--- src/axis_reference_sync_pkg.sv ---
// Constants and types for the axis reference synchronisation block
package axis_reference_sync_pkg;
  // ==========================================================
  // Register map (byte addresses)
  localparam logic [11:0] ctrl_offset = 12'h000;
  localparam logic [11:0] status_offset = 12'h004;
  localparam logic [11:0] ref_value_offset = 12'h008;
  localparam logic [11:0] position_offset = 12'h00c;
  localparam logic [11:0] target_offset = 12'h010;
  localparam logic [11:0] irq_status_offset = 12'h014;
  localparam logic [11:0] irq_mask_offset = 12'h018;
  // ==========================================================
  // Control fields
  localparam int ctrl_arm_bit = 0;
  localparam int ctrl_dir_bit = 1;
  localparam int ctrl_move_bit = 2;
  localparam int ctrl_jog_bit = 3;
  localparam logic [31:0] ctrl_reset_value = 32'h00000000;
  // Status fields
  localparam int stat_pos_valid_bit = 0;
  localparam int stat_ref_valid_bit = 1;
  localparam int stat_armed_bit = 2;
  localparam int stat_moving_bit = 3;
  localparam int stat_refused_bit = 4;
  // Interrupt events
  localparam int irq_width = 3;
  localparam int irq_sync_bit = 0;
  localparam int irq_discard_bit = 1;
  localparam int irq_refuse_bit = 2;
  localparam logic [irq_width-1:0] irq_reset_value = 3'h0;
  // ==========================================================
  // Synchronisation states
  typedef enum logic [1:0] {sync_idle, sync_armed, sync_wait_pulse} sync_state_type;
endpackage

--- src/axis_reference_sync.sv ---
// Hardware reference-point synchronisation of an incremental axis
//
// The register addresses and the APB interface to the registers were chosen for this implementation.
`timescale 1ns/10ps
// Operation
// - Arm rising edge clears ref-valid, arms
// - Armed switch edge, then a right-direction pulse, loads reference, sets flags
// - Move start with arm high rearms
// - Wrong-direction first pulse discards the edge
// - Resynchronisation allowed during a move
// - Target shifts by new minus old position when the sync completes during a move
// - Arming accepted regardless of prior sync
// - Completion sets pos-valid, always ref-valid
// - Every new arm edge rearms and clears
// - Unrefreshed status may miss ref-valid
// - Positioning refused without pos-valid
module axis_reference_sync
  import axis_reference_sync_pkg::*;
#(
  parameter int pos_width = 32
) (
  // Clock and reset
  input wire logic core_clk,
  input wire logic reset,
  // APB slave
  input wire logic psel,
  input wire logic penable,
  input wire logic pwrite,
  input wire logic [11:0] paddr,
  input wire logic [31:0] pwdata,
  output logic [31:0] prdata,
  output logic pready,
  output logic pslverr,
  // Axis pins
  input wire logic reference_switch,
  input wire logic count_pulse,
  input wire logic count_up,
  input wire logic jog_forward_request,
  // Status and interrupt
  output logic pos_valid,
  output logic ref_valid,
  output logic irq
);
  // ==========================================================
  // Pin synchronisation
  logic [3:0] pins_sync;
  input_synchronizer #(.width(4)) pin_sync (
    .core_clk(core_clk),
    .reset(reset),
    .pin_in({jog_forward_request, count_up, count_pulse, reference_switch}),
    .level_out(pins_sync)
  );
  logic switch_level;
  logic pulse_level;
  logic up_level;
  logic jog_level;
  assign switch_level = pins_sync[0];
  assign pulse_level = pins_sync[1];
  assign up_level = pins_sync[2];
  assign jog_level = pins_sync[3];

  logic switch_prev;
  logic pulse_prev;
  logic jog_prev;
  logic switch_rise;
  logic pulse_rise;
  logic jog_rise;
  assign switch_rise = switch_level & ~switch_prev;
  assign pulse_rise = pulse_level & ~pulse_prev;
  assign jog_rise = jog_level & ~jog_prev;

  // ==========================================================
  // Registers
  logic [31:0] ctrl;
  logic [pos_width-1:0] reference_position_value;
  logic [pos_width-1:0] actual_position;
  logic [pos_width-1:0] target_position;
  logic [irq_width-1:0] irq_status;
  logic [irq_width-1:0] irq_mask;
  logic ctrl_prev_arm;
  logic refused;
  sync_state_type sync_state;
  sync_state_type next_sync_state;

  // ==========================================================
  // APB decode
  logic wr_en;
  logic rd_en;
  logic hit_ctrl;
  logic hit_status;
  logic hit_ref;
  logic hit_pos;
  logic hit_target;
  logic hit_irq_status;
  logic hit_irq_mask;
  logic hit_any;
  assign wr_en = psel & penable & pwrite;
  // Read data is captured in the setup cycle so it already stands when pready is sampled
  assign rd_en = psel & ~penable & ~pwrite;
  assign hit_ctrl = paddr == ctrl_offset;
  assign hit_status = paddr == status_offset;
  assign hit_ref = paddr == ref_value_offset;
  assign hit_pos = paddr == position_offset;
  assign hit_target = paddr == target_offset;
  assign hit_irq_status = paddr == irq_status_offset;
  assign hit_irq_mask = paddr == irq_mask_offset;
  assign hit_any = hit_ctrl | hit_status | hit_ref | hit_pos | hit_target | hit_irq_status | hit_irq_mask;
  assign pready = 1'b1;
  assign pslverr = psel & penable & ~hit_any;

  // ==========================================================
  // Move control
  logic arm_level;
  logic arm_rise;
  logic dir_forward;
  logic move_request;
  logic move_start;
  logic jog_start;
  logic moving;
  logic [31:0] next_ctrl;
  assign next_ctrl = (wr_en & hit_ctrl) ? pwdata : ctrl;
  assign arm_level = ctrl[ctrl_arm_bit];
  assign arm_rise = arm_level & ~ctrl_prev_arm;
  assign dir_forward = ctrl[ctrl_dir_bit];
  // Writing the move bit is a start request, a one-cycle strobe
  assign move_request = wr_en & hit_ctrl & pwdata[ctrl_move_bit];
  assign move_start = move_request & pos_valid;
  assign jog_start = (wr_en & hit_ctrl & pwdata[ctrl_jog_bit]) | jog_rise;
  logic any_start;
  assign any_start = move_start | jog_start;

  // ==========================================================
  // Synchronisation sequence
  logic rearm;
  logic pulse_ok;
  logic sync_done;
  logic sync_discard;
  // Arming also works mid-move, giving resynchronisation
  assign rearm = arm_rise | (any_start & arm_level);
  assign pulse_ok = pulse_rise & (up_level == dir_forward);
  // A switch edge is judged by the very next counting pulse only
  assign sync_done = (sync_state == sync_wait_pulse) & pulse_ok & ~rearm;
  assign sync_discard = (sync_state == sync_wait_pulse) & pulse_rise & ~pulse_ok & ~rearm;

  always_comb begin
    next_sync_state = sync_state;
    case (sync_state)
      sync_idle: begin
        if (rearm) begin
          next_sync_state = sync_armed;
        end
      end
      sync_armed: begin
        if (switch_rise & ~rearm) begin
          next_sync_state = sync_wait_pulse;
        end
      end
      sync_wait_pulse: begin
        if (rearm) begin
          next_sync_state = sync_armed;
        end else if (pulse_rise) begin
          next_sync_state = sync_idle;
        end
      end
      default: begin
        next_sync_state = sync_idle;
      end
    endcase
  end

  // ==========================================================
  // Position arithmetic
  logic signed [pos_width-1:0] step;
  logic [pos_width-1:0] next_position;
  logic [pos_width-1:0] shift;
  assign step = up_level ? pos_width'(1) : '1;
  assign shift = reference_position_value - actual_position;
  // The pulse that confirms direction is absorbed by the load
  assign next_position = sync_done ? reference_position_value
                       : (pulse_rise ? actual_position + step : actual_position);

  // ==========================================================
  // Interrupt events
  logic [irq_width-1:0] irq_events;
  logic [irq_width-1:0] irq_clear;
  assign irq_events = {move_request & ~pos_valid, sync_discard, sync_done};
  assign irq_clear = (wr_en & hit_irq_status) ? pwdata[irq_width-1:0] : '0;
  // Set wins over a simultaneous clear
  assign irq = |(irq_status & irq_mask);

  // ==========================================================
  // Read mux
  logic [31:0] status_word;
  logic [31:0] read_word;
  assign status_word = {27'h0, refused, moving, sync_state != sync_idle, ref_valid, pos_valid};
  assign read_word = hit_ctrl ? ctrl
                   : hit_status ? status_word
                   : hit_ref ? 32'(reference_position_value)
                   : hit_pos ? 32'(actual_position)
                   : hit_target ? 32'(target_position)
                   : hit_irq_status ? {29'h0, irq_status}
                   : hit_irq_mask ? {29'h0, irq_mask}
                   : 32'h00000000;

  // ==========================================================
  // Synchronisation state and status flags
  always_ff @(posedge core_clk) begin
    if (reset) begin
      sync_state <= sync_idle;
      pos_valid <= 1'b0;
      ref_valid <= 1'b0;
    end else begin
      sync_state <= next_sync_state;
      if (sync_done) begin
        pos_valid <= 1'b1;
        ref_valid <= 1'b1;
      end else if (rearm) begin
        ref_valid <= 1'b0;
      end
    end
  end

  // ==========================================================
  // Control register and edge history
  always_ff @(posedge core_clk) begin
    if (reset) begin
      ctrl <= ctrl_reset_value;
      ctrl_prev_arm <= 1'b0;
      switch_prev <= 1'b0;
      pulse_prev <= 1'b0;
      jog_prev <= 1'b0;
    end else begin
      // Start strobes are not stored, so a later write cannot replay them
      ctrl <= {next_ctrl[31:4], 2'b00, next_ctrl[1:0]};
      ctrl_prev_arm <= arm_level;
      switch_prev <= switch_level;
      pulse_prev <= pulse_level;
      jog_prev <= jog_level;
    end
  end

  // ==========================================================
  // Reference, actual and target position
  always_ff @(posedge core_clk) begin
    if (reset) begin
      reference_position_value <= '0;
      actual_position <= '0;
      target_position <= '0;
    end else begin
      if (wr_en & hit_ref) begin
        reference_position_value <= pwdata[pos_width-1:0];
      end
      actual_position <= next_position;
      // A resync outranks a target write in the same cycle
      if (sync_done & moving) begin
        target_position <= target_position + shift;
      end else if (wr_en & hit_target) begin
        target_position <= pwdata[pos_width-1:0];
      end
    end
  end

  // ==========================================================
  // Move flags
  always_ff @(posedge core_clk) begin
    if (reset) begin
      moving <= 1'b0;
      refused <= 1'b0;
    end else begin
      if (any_start) begin
        moving <= 1'b1;
      end else if (wr_en & hit_ctrl & ~pwdata[ctrl_move_bit] & ~pwdata[ctrl_jog_bit] & ~jog_level) begin
        moving <= 1'b0;
      end
      if (move_request) begin
        refused <= ~pos_valid;
      end
    end
  end

  // ==========================================================
  // Interrupt registers
  always_ff @(posedge core_clk) begin
    if (reset) begin
      irq_status <= irq_reset_value;
      irq_mask <= irq_reset_value;
    end else begin
      irq_status <= (irq_status & ~irq_clear) | irq_events;
      if (wr_en & hit_irq_mask) begin
        irq_mask <= pwdata[irq_width-1:0];
      end
    end
  end

  // ==========================================================
  // Read data register
  always_ff @(posedge core_clk) begin
    if (reset) begin
      prdata <= 32'h00000000;
    end else if (rd_en) begin
      prdata <= read_word;
    end
  end
endmodule // axis_reference_sync

--- src/input_synchronizer.sv ---
// Three-stage synchroniser with agreement filter for pin inputs
`timescale 1ns/10ps
module input_synchronizer #(
  parameter int width = 1
) (
  // Clock and reset
  input wire logic core_clk,
  input wire logic reset,
  // Pin side
  input wire logic [width-1:0] pin_in,
  // Core side
  output logic [width-1:0] level_out
);
  logic [width-1:0] stage1;
  logic [width-1:0] stage2;
  logic [width-1:0] stage3;
  logic [width-1:0] next_level;

  // Only the second stage reads the first one
  assign next_level = (stage2 == stage3) ? stage3 : level_out;

  always_ff @(posedge core_clk) begin
    if (reset) begin
      stage1 <= '0;
      stage2 <= '0;
      stage3 <= '0;
      level_out <= '0;
    end else begin
      stage1 <= pin_in;
      stage2 <= stage1;
      stage3 <= stage2;
      level_out <= next_level;
    end
  end
endmodule // input_synchronizer
--- config.mk ---
export PLATFORM = sky130hd
export DESIGN_NAME = axis_reference_sync
export DESIGN_NICKNAME = d
export VERILOG_FILES = /design/src/axis_reference_sync_pkg.sv /design/src/axis_reference_sync.sv /design/src/input_synchronizer.sv
export SDC_FILE = /design/constraint.sdc
export NUM_CORES = 1
export LEC_CHECK = 0
export ABC_AREA = 1
export BUFFER_PORTS_ARGS = -buffer_cell sky130_fd_sc_hd__buf_2
export CAP_MARGIN = 40
export CORE_MARGIN = 1.5
export CORE_UTILIZATION = 40
export CTS_CLUSTER_SIZE = 14
export DETAILED_ROUTE_END_ITERATION = 16
export GPL_TIMING_DRIVEN = 0
export PLACE_DENSITY_LB_ADDON = 0.05
export SLEW_MARGIN = 20
export SYNTH_ARGS = -nofsm -noshare
export SYNTH_HDL_FRONTEND = slang
export SYNTH_SLANG_ARGS = --single-unit
--- constraint.sdc ---
create_clock -name core_clk -period 3.5 [get_ports core_clk]
set_clock_uncertainty 0.1 [all_clocks]
set_input_delay 0.175 -clock core_clk [delete_from_list [all_inputs] [get_ports core_clk]]
set_output_delay 0.175 -clock core_clk [all_outputs]
set_load 0.05 [all_outputs]
==> metrics.md, run 1 <==
| Metric | Value |
|---|---|
| Status | `finished, final reports clean` |
| DIE AREA | `35,820 um^2` |
| Fin area | `15,870 um^2` |
| Post-synth EDFFs | `0` |
| RSZ-0062 raised after global routing | `no` |
| Post-route minimum period | `3.235 ns` |
| CP arrival | `3.45 ns` |
| Clock latency on the worst-skew pair | `0.47 ns` |
| Post-synth net total | `2,402` |
| Average cell area after synthesis | `6.154 um^2` |
| Clk slew on worst S/H paths | `0.08 ns` |
| Io pins | `90` |
| H-tree depth | `4` |
| Routability cong. | `0.9755` |
| Ant. Diodes | `0` |
| Max Freq | `0.3091 GHz` |
| WL/cell | `20.67 um` |
| Primary FF master, synth | `dfxtp_1` |
| Die width | `189.3 um` |
| Slowest cell on the critical path | `fa_1` |
| Initial Utilization | `0.4037` |
| Ys async rst share | `0` |
| Setup Total Neg Slack | `0 ns` |
| Hold Vio Cnt, Final | `0` |
| # DRC | `0` |
| Placement row count | `68` |
| Initial antenna violation count | `2` |
| Layout area overhead | `14.33%` |
| Synth area leader | `dfxtp_1` |
| First-pass GRT wire length | `87,740 um` |
| Lkg Pwr | `0.007662 uW` |
| Netlist cell types | `42` |
| I/O Buffers | `87` |
| Post-synthesis register bit count | `190` |
| Core ar. | `34,370 um^2` |
| Gr ovfl total | `0` |
| Mapped Cells | `2,255` |
| Hold wc startpoint | `pwdata[4]` |
| Core Util, Final | `0.4616` |
| Worst setup path startpoint | `reference_position_value[1]$_SDFFE_PP0P_` |
| First DRT Iteration DRCs | `1,230` |
| CP Launch Type | `register` |
| Hold Crit Class | `in -> reg` |
| Max FO, Critical Path | `5` |
| Pwr dens | `502.9 nW/um^2` |
| Cell total after placement | `2,800` |
| CTS tree | `built` |
| Clock Path Buffers | `2` |
| Crit share post-route | `0.9242` |
| Non-Filler Instances | `2,870` |
| Dpl hpwl | `48,660 um` |
| Root Driver | `clkbuf_16` |
| WP data required | `3.72 ns` |
| Total track usage | `0.3334` |
| Crit-path most repeated cell | `nand2_1` |
| Worst reg2reg startpoint | `reference_position_value[1]$_SDFFE_PP0P_` |
| Max Cap Viol | `0` |
| Largest net degree at the start of global routing | `33` |
| CP Class | `reg -> reg` |
| Yosys warning count | `0` |
| Die extent in y | `189.3 um` |
| Vias per cell | `5.277` |
| Largest cells by area after synthesis | `dfxtp_1 (27%), nand2_1 (18%), inv_1 (11%), a21oi_1 (7.5%), nand3_1 (6.2%)` |
| Crit path capture type | `register` |
| Vias in the first global route | `14,270` |
| Fin. max-slew vios | `0` |
| Layout Nets | `2,549` |
| Sequential area share after synthesis | `0.2741` |
| Layout cell share with drive strength beyond 1 | `0.06998` |
| Slew margin rel. | `0.4161` |
| Worst path max stage delay | `0.62 ns` |
| Placed Instance Area | `14,910 um^2` |
| Clk sink count | `190` |
| Critical path, cell by cell | `inv_1 > fa_1 > inv_1 > fa_1 > nand3_1 > nand3_2 > nand2_1 > nand3_1 > nand3_1 > nand3_1 > nand2_1 > nand2_1 > inv_1 > nand2_1 > nand2_1 > a21oi_1` |
| VDD IR max | `0.0004093 V` |
| Vias post-DR | `15,144` |
| Num CTS Buffers | `17` |
| Yosys top cell area share | `0.2741` |
| Drt pass-1 iters | `5` |
| Total wire length | `59,320 um` |
| Worst Tran Pin Value | `0.8758 ns` |
| Mapped cell area | `13,880 um^2` |
| Post-route ant nets | `0` |
| Final Setup Violations | `0` |
final timing paths:
| path | to | slack (ns) | cells after the start |
|---|---|---|---|
| max | target_position[24]$_SDFFE_PP0P_ | 0.27 | 16 |
| min | ctrl[4]$_SDFFE_PP0N_ | 0.02 | 3 |
| max reg2reg | target_position[24]$_SDFFE_PP0P_ | 0.27 | 16 |
| min reg2reg | pin_sync.stage2[2]$_SDFF_PP0_ | 0.30 | 2 |
cells in the final DEF (no fill, tap or decap), types with 2 or more instances in the layout:
master           n
clkbuf_16       17
nor2_1         150
xnor2_1         16
or2_2            5
buf_4            6
o22ai_1          2
fa_1            32
inv_6            3
buf_6            6
nand3_2          3
a21oi_1        209
o21ai_0        119
nand2_1        656
buf_1            4
clkinv_2         3
inv_2            3
nand2_2          2
nand3b_1         3
clkbuf_1        62
o2111ai_1       27
o21bai_1         3
dfxtp_1        190
dlygate4sd3_1   31
buf_2          101
nand4_1         30
inv_1          409
xor2_1          23
ha_1            62
o21ai_1         23
inv_8            2
nand3_1        170
nand4_2          2
nor3_1          13
clkinv_8         2
nor4_1           2
nor2_2           6
clkinvlp_4       3
synth_stat cells, types with 3 or more instances:
master	number
a21oi_1	209
buf_1	4
buf_2	13
clkbuf_1	62
dfxtp_1	190
fa_1	32
ha_1	62
inv_1	410
nand2_1	657
nand3_1	171
nand3b_1	3
nand4_1	30
nor2_1	151
nor2_2	5
nor3_1	13
o2111ai_1	27
o21ai_0	119
o21ai_1	23
o21bai_1	3
or2_2	5
xnor2_1	16
xor2_1	23
layer usage:
metal  share of wire  wire length (um)  up-vias  global-route usage
met4           0.037              2219        0              0.1377
met1            0.45             26940     7083              0.4450
met5               0                 0        -                   0
met2            0.45             26690      541              0.5409
met3           0.058              3460      109             0.04578
li1                -                 -     7411                   -
worst max-delay path, delay by kind of cell (launching register included):
| family | cells | cell delay, ns |
|---|---|---|
| flip-flops | 1 | 0.38 |
| buffers and inverters | 3 | 0.31 |
| AO/OA/AOI/OAI | 1 | 0.05 |
| adder cells (fa/ha/maj) | 2 | 1.07 |
| AND/OR/NAND/NOR | 10 | 1.18 |
final cells by class:
class / count / area, um^2
tap: 455 / 569.3
sequential: 190 / 3804
buffer: 83 / 350.3
inverter: 413 / 1550
fill: 3818 / 18510
clock buffer: 18 / 439.2
timing repair buffer: 128 / 840.8
multi-input combinational: 1569 / 8184
clock inverter: 14 / 127.6
kinds of logic after synthesis:
kind of cell               count (synthesis)  synth area share
AOI/OAI and AO/OA                        389            0.1496
DFF                                      190            0.2741
xor gates and xnor gates                  39           0.02461
adders and majority gates                 94            0.1021
and+or+nand+nor                         1046            0.3124
other                                      1         0.0002702
buffers and inverters                    496            0.1370
report_power, final:
part           internal (uW)  switching [uW]  leakage (uW)
logic                   1160            2510       0.00585
registers               2240             136       0.00154
clock network            953             984      0.000272
state kept, by name, indices dropped and copies added (netlist names):
register,flops
irq_mask,3
ctrl,30
prdata,32
ctrl_prev_arm,1
pin_sync.stage3,4
sync_state,2
irq_status,3
refused,1
target_position,32
pin_sync.stage2,4
pos_valid,1
pin_sync.stage1,4
jog_prev,1
switch_prev,1
actual_position,32
reference_position_value,32
moving,1
pulse_prev,1
ref_valid,1
pin_sync.level_out,4
what timing repair did:
action | CTS | global route
buffers inserted | 0 | 3
hold buffers | 31 | 0
resized for setup | 0 | 3
endpoints found under the setup margin | 0 | 3
endpoints found under the hold margin | 71 | 0
metrics by stage:
stage	hold WS, ns	setup WS [ns]	power (uW)
after floorplan	0.1820	0.6201	4867
after global placement	0.2759	0.02520	5955
after detailed placement	0.2826	0.1528	5966
after CTS	0.002658	0.1230	7912
after global routing	0.02915	0.06541	8493
final	0.01796	0.2652	7979
Power figures use the tool's default switching activity.
==> run 2, diff against run 1 <==
BUFFER_PORTS_ARGS = unset   (was -buffer_cell sky130_fd_sc_hd__buf_2)
DONT_BUFFER_PORTS = 1   (was unset)
==> run 2 against run 1 <==
First-iteration DRC count grew 14%. Critical path type unchanged. Highest routed layer unchanged. Combinational power is essentially flat. Via count shrank 1.5%. Cell count shrank 2.9%. Fmax shrank 4.4%. Worst hold slack gained 0.027 ns. Sequential power is essentially flat. Non-clock buffer count shrank 83. Critical endpoint is now target_position[26]$_SDFFE_PP0P_.
==> metrics.md, run 2 (same netlist as run 1, synthesis figures left out) <==
| Metric | Value |
|---|---|
| RR Endpoint | `target_position[26]$_SDFFE_PP0P_` |
| I/O Buffers | `0` |
| Max FO, Critical Path | `4` |
| Hold Crit Class | `in -> reg` |
| Area occupied by multi-input gates | `8189 um^2` |
| Layout Nets | `2,466` |
| Die extent in y | `189.3 um` |
| Commonest cells after routing, fill and taps aside | `nand2_1 (656), inv_1 (409), a21oi_1 (209), dfxtp_1 (190), nand3_1 (170)` |
| Crit path capture type | `register` |
| Min-Delay Endpoint | `irq_mask[2]$_SDFFE_PP0P_` |
| Hold Vio Cnt, Final | `0` |
| Slew margin rel. | `0.4061` |
| Vias post-DR | `14,910` |
| Clk sink count | `190` |
| Final total power | `8117 uW` |
| Initial antenna violation count | `0` |
| Register area | `3804 um^2` |
| VDD IR max | `0.0004567 V` |
| Hold wc startpoint | `pwrite` |
| Hold depth | `4` |
| Final Setup Violations | `0` |
| Reg2Reg Depth | `16` |
| Crit share post-route | `0.9666` |
| WP data required | `3.79 ns` |
| Slowest cell on the critical path | `fa_1` |
| CTS tree | `built` |
| DR WL met3 | `3577 um` |
| Pwr dens | `522.8 nW/um^2` |
| Crit-path most repeated cell | `nand2_1` |
| Most common cell after layout, fill and taps aside | `nand2_1` |
| R2r setup slk | `0.12 ns` |
| Ant. Diodes | `0` |
| Post-route minimum period | `3.383 ns` |
| Initial Utilization | `0.4037` |
| Lkg Pwr | `0.007293 uW` |
| Max Freq | `0.2956 GHz` |
| Met1 wire length | `26,890 um` |
| Setup WS post-layout | `0.1169 ns` |
| Layout cell share with drive strength beyond 1 | `0.03388` |
| Highest metal used | `met4` |
| Layout area overhead | `11.88%` |
| Fin. max-slew vios | `0` |
| # DRC | `0` |
| Num CTS Buffers | `17` |
| Total wire length | `58,690 um` |
| Placement row count | `68` |
| Filler cells | `3,725` |
| Largest net degree at the start of global routing | `33` |
| Worst path max stage delay | `0.59 ns` |
| RSZ-0062 raised after global routing | `no` |
| Max Cap Viol | `0` |
| Vias in the first global route | `13,928` |
| Clock latency on the worst-skew pair | `0.47 ns` |
| Clock Path Buffers | `2` |
| Routability cong. | `0.9988` |
| Post-route ant nets | `0` |
| Core ar. | `34,370 um^2` |
| Status | `finished, final reports clean` |
| Met2 WL | `26,330 um` |
| Total track usage | `0.3305` |
| Io pins | `90` |
| DP Worst Slack | `0.04252 ns` |
| First DRT Iteration DRCs | `1,403` |
| Gr ovfl total | `0` |
| Drt pass-1 iters | `5` |
| Critical path, cell by cell | `inv_1 > fa_1 > inv_1 > ha_1 > nand2_1 > nor2_2 > nand3_1 > nand3_1 > nand3_1 > nand3_1 > nand2_1 > nand2_1 > inv_1 > nand2_1 > nand2_1 > a21oi_1` |
| Vias per cell | `5.350` |
| CP Class | `reg -> reg` |
| Worst reg2reg startpoint | `reference_position_value[9]$_SDFFE_PP0P_` |
| Clk slew on worst S/H paths | `0.08 ns` |
| First-pass GRT wire length | `87,040 um` |
| CP arrival | `3.68 ns` |
| WL/cell | `21.06 um` |
| CP Launch Type | `register` |
| Worst Tran Pin Value | `0.8908 ns` |
| DIE AREA | `35,820 um^2` |
| Root Driver | `clkbuf_16` |
| H-tree depth | `4` |
| Die width | `189.3 um` |
| Dpl hpwl | `48,080 um` |
==> run 2: cell count changes in the layout (fill, tap and decap cells not counted), sizes merged <==
cell	previous run	this run
clkinv	7	3
inv	417	419
clkinvlp	3	2
bufinv	0	2
buf	118	28
clkbuf	80	81
dlygate4sd3	31	38
==> run 2: timing repair <==
| item | in CTS | in global routing |
|---|---|---|
| resized for setup | 0 | 3 |
| hold buffers | 38 | 0 |
| endpoints found under the setup margin | 0 | 8 |
| setup buffers | 0 | 2 |
| hold endpoints to repair | 107 | 0 |
==> run 2: routing by layer <==
metal / up-vias / track usage
li1: 7253 / -
met5: - / 0
met1: 7010 / 0.4500
met4: 0 / 0.1142
met3: 98 / 0.04875
met2: 549 / 0.5331
==> run 2: stage by stage <==
step / setup TNS [ns] / utilization / cell area [um^2] / hold slack (ns) / instances
final: 0 / 0.4517 / 15530 / 0.04452 / 2787
after global routing: 0 / 0.4517 / 15530 / 0.06964 / 2787
after CTS: 0 / 0.4510 / 15500 / 0.02277 / 2785
after detailed placement: 0 / 0.4221 / 14510 / 0.1878 / 2715
after global placement: -0.1072 / 0.4203 / 14450 / 0.1854 / 2710
after floorplan: 0 / - / 13880 / 0.1820 / 2255
==> run 2: area by class of cell <==
type | count | share of cell area
buffer | 83 | 0.02256
timing repair buffer | 45 | 0.02909
sequential | 190 | 0.2450
inverter | 413 | 0.09985
clock inverter | 13 | 0.01088
clock buffer | 19 | 0.02853
multi-input combinational | 1569 | 0.5274
tap | 455 | 0.03667
==> run 2: critical path, delay by kind of cell (launching register included) <==
kind                     cells  cell delay, ns
AND/OR/NAND/NOR             10            1.60
buffers and inverters        3            0.22
adder cells (fa/ha/maj)      2            0.95
AO/OA/AOI/OAI                1            0.12
flip-flops                   1            0.33
==> run 2: how the worst max path moves through the flow <==
stage | from | slack (ns) | to
after floorplan | paddr[4] | 0.62 | pslverr
after global placement | paddr[4] | -0.11 | pslverr
after detailed placement | pin_sync.level_out[1]$_SDFFE_PP0N_ | 0.04 | target_position[28]$_SDFFE_PP0P_
after CTS | pin_sync.level_out[1]$_SDFFE_PP0N_ | 0.04 | target_position[28]$_SDFFE_PP0P_
after global routing | reference_position_value[9]$_SDFFE_PP0P_ | 0.01 | target_position[27]$_SDFFE_PP0P_
final | reference_position_value[9]$_SDFFE_PP0P_ | 0.12 | target_position[26]$_SDFFE_PP0P_
==> run 2: power by group <==
part | switching, uW | total (uW) | internal [uW] | leakage (uW)
Clock | 986 | 2090 | 1100 | 0.000294
Sequential | 133 | 2370 | 2240 | 0.00154
Combinational | 2510 | 3660 | 1150 | 0.00546
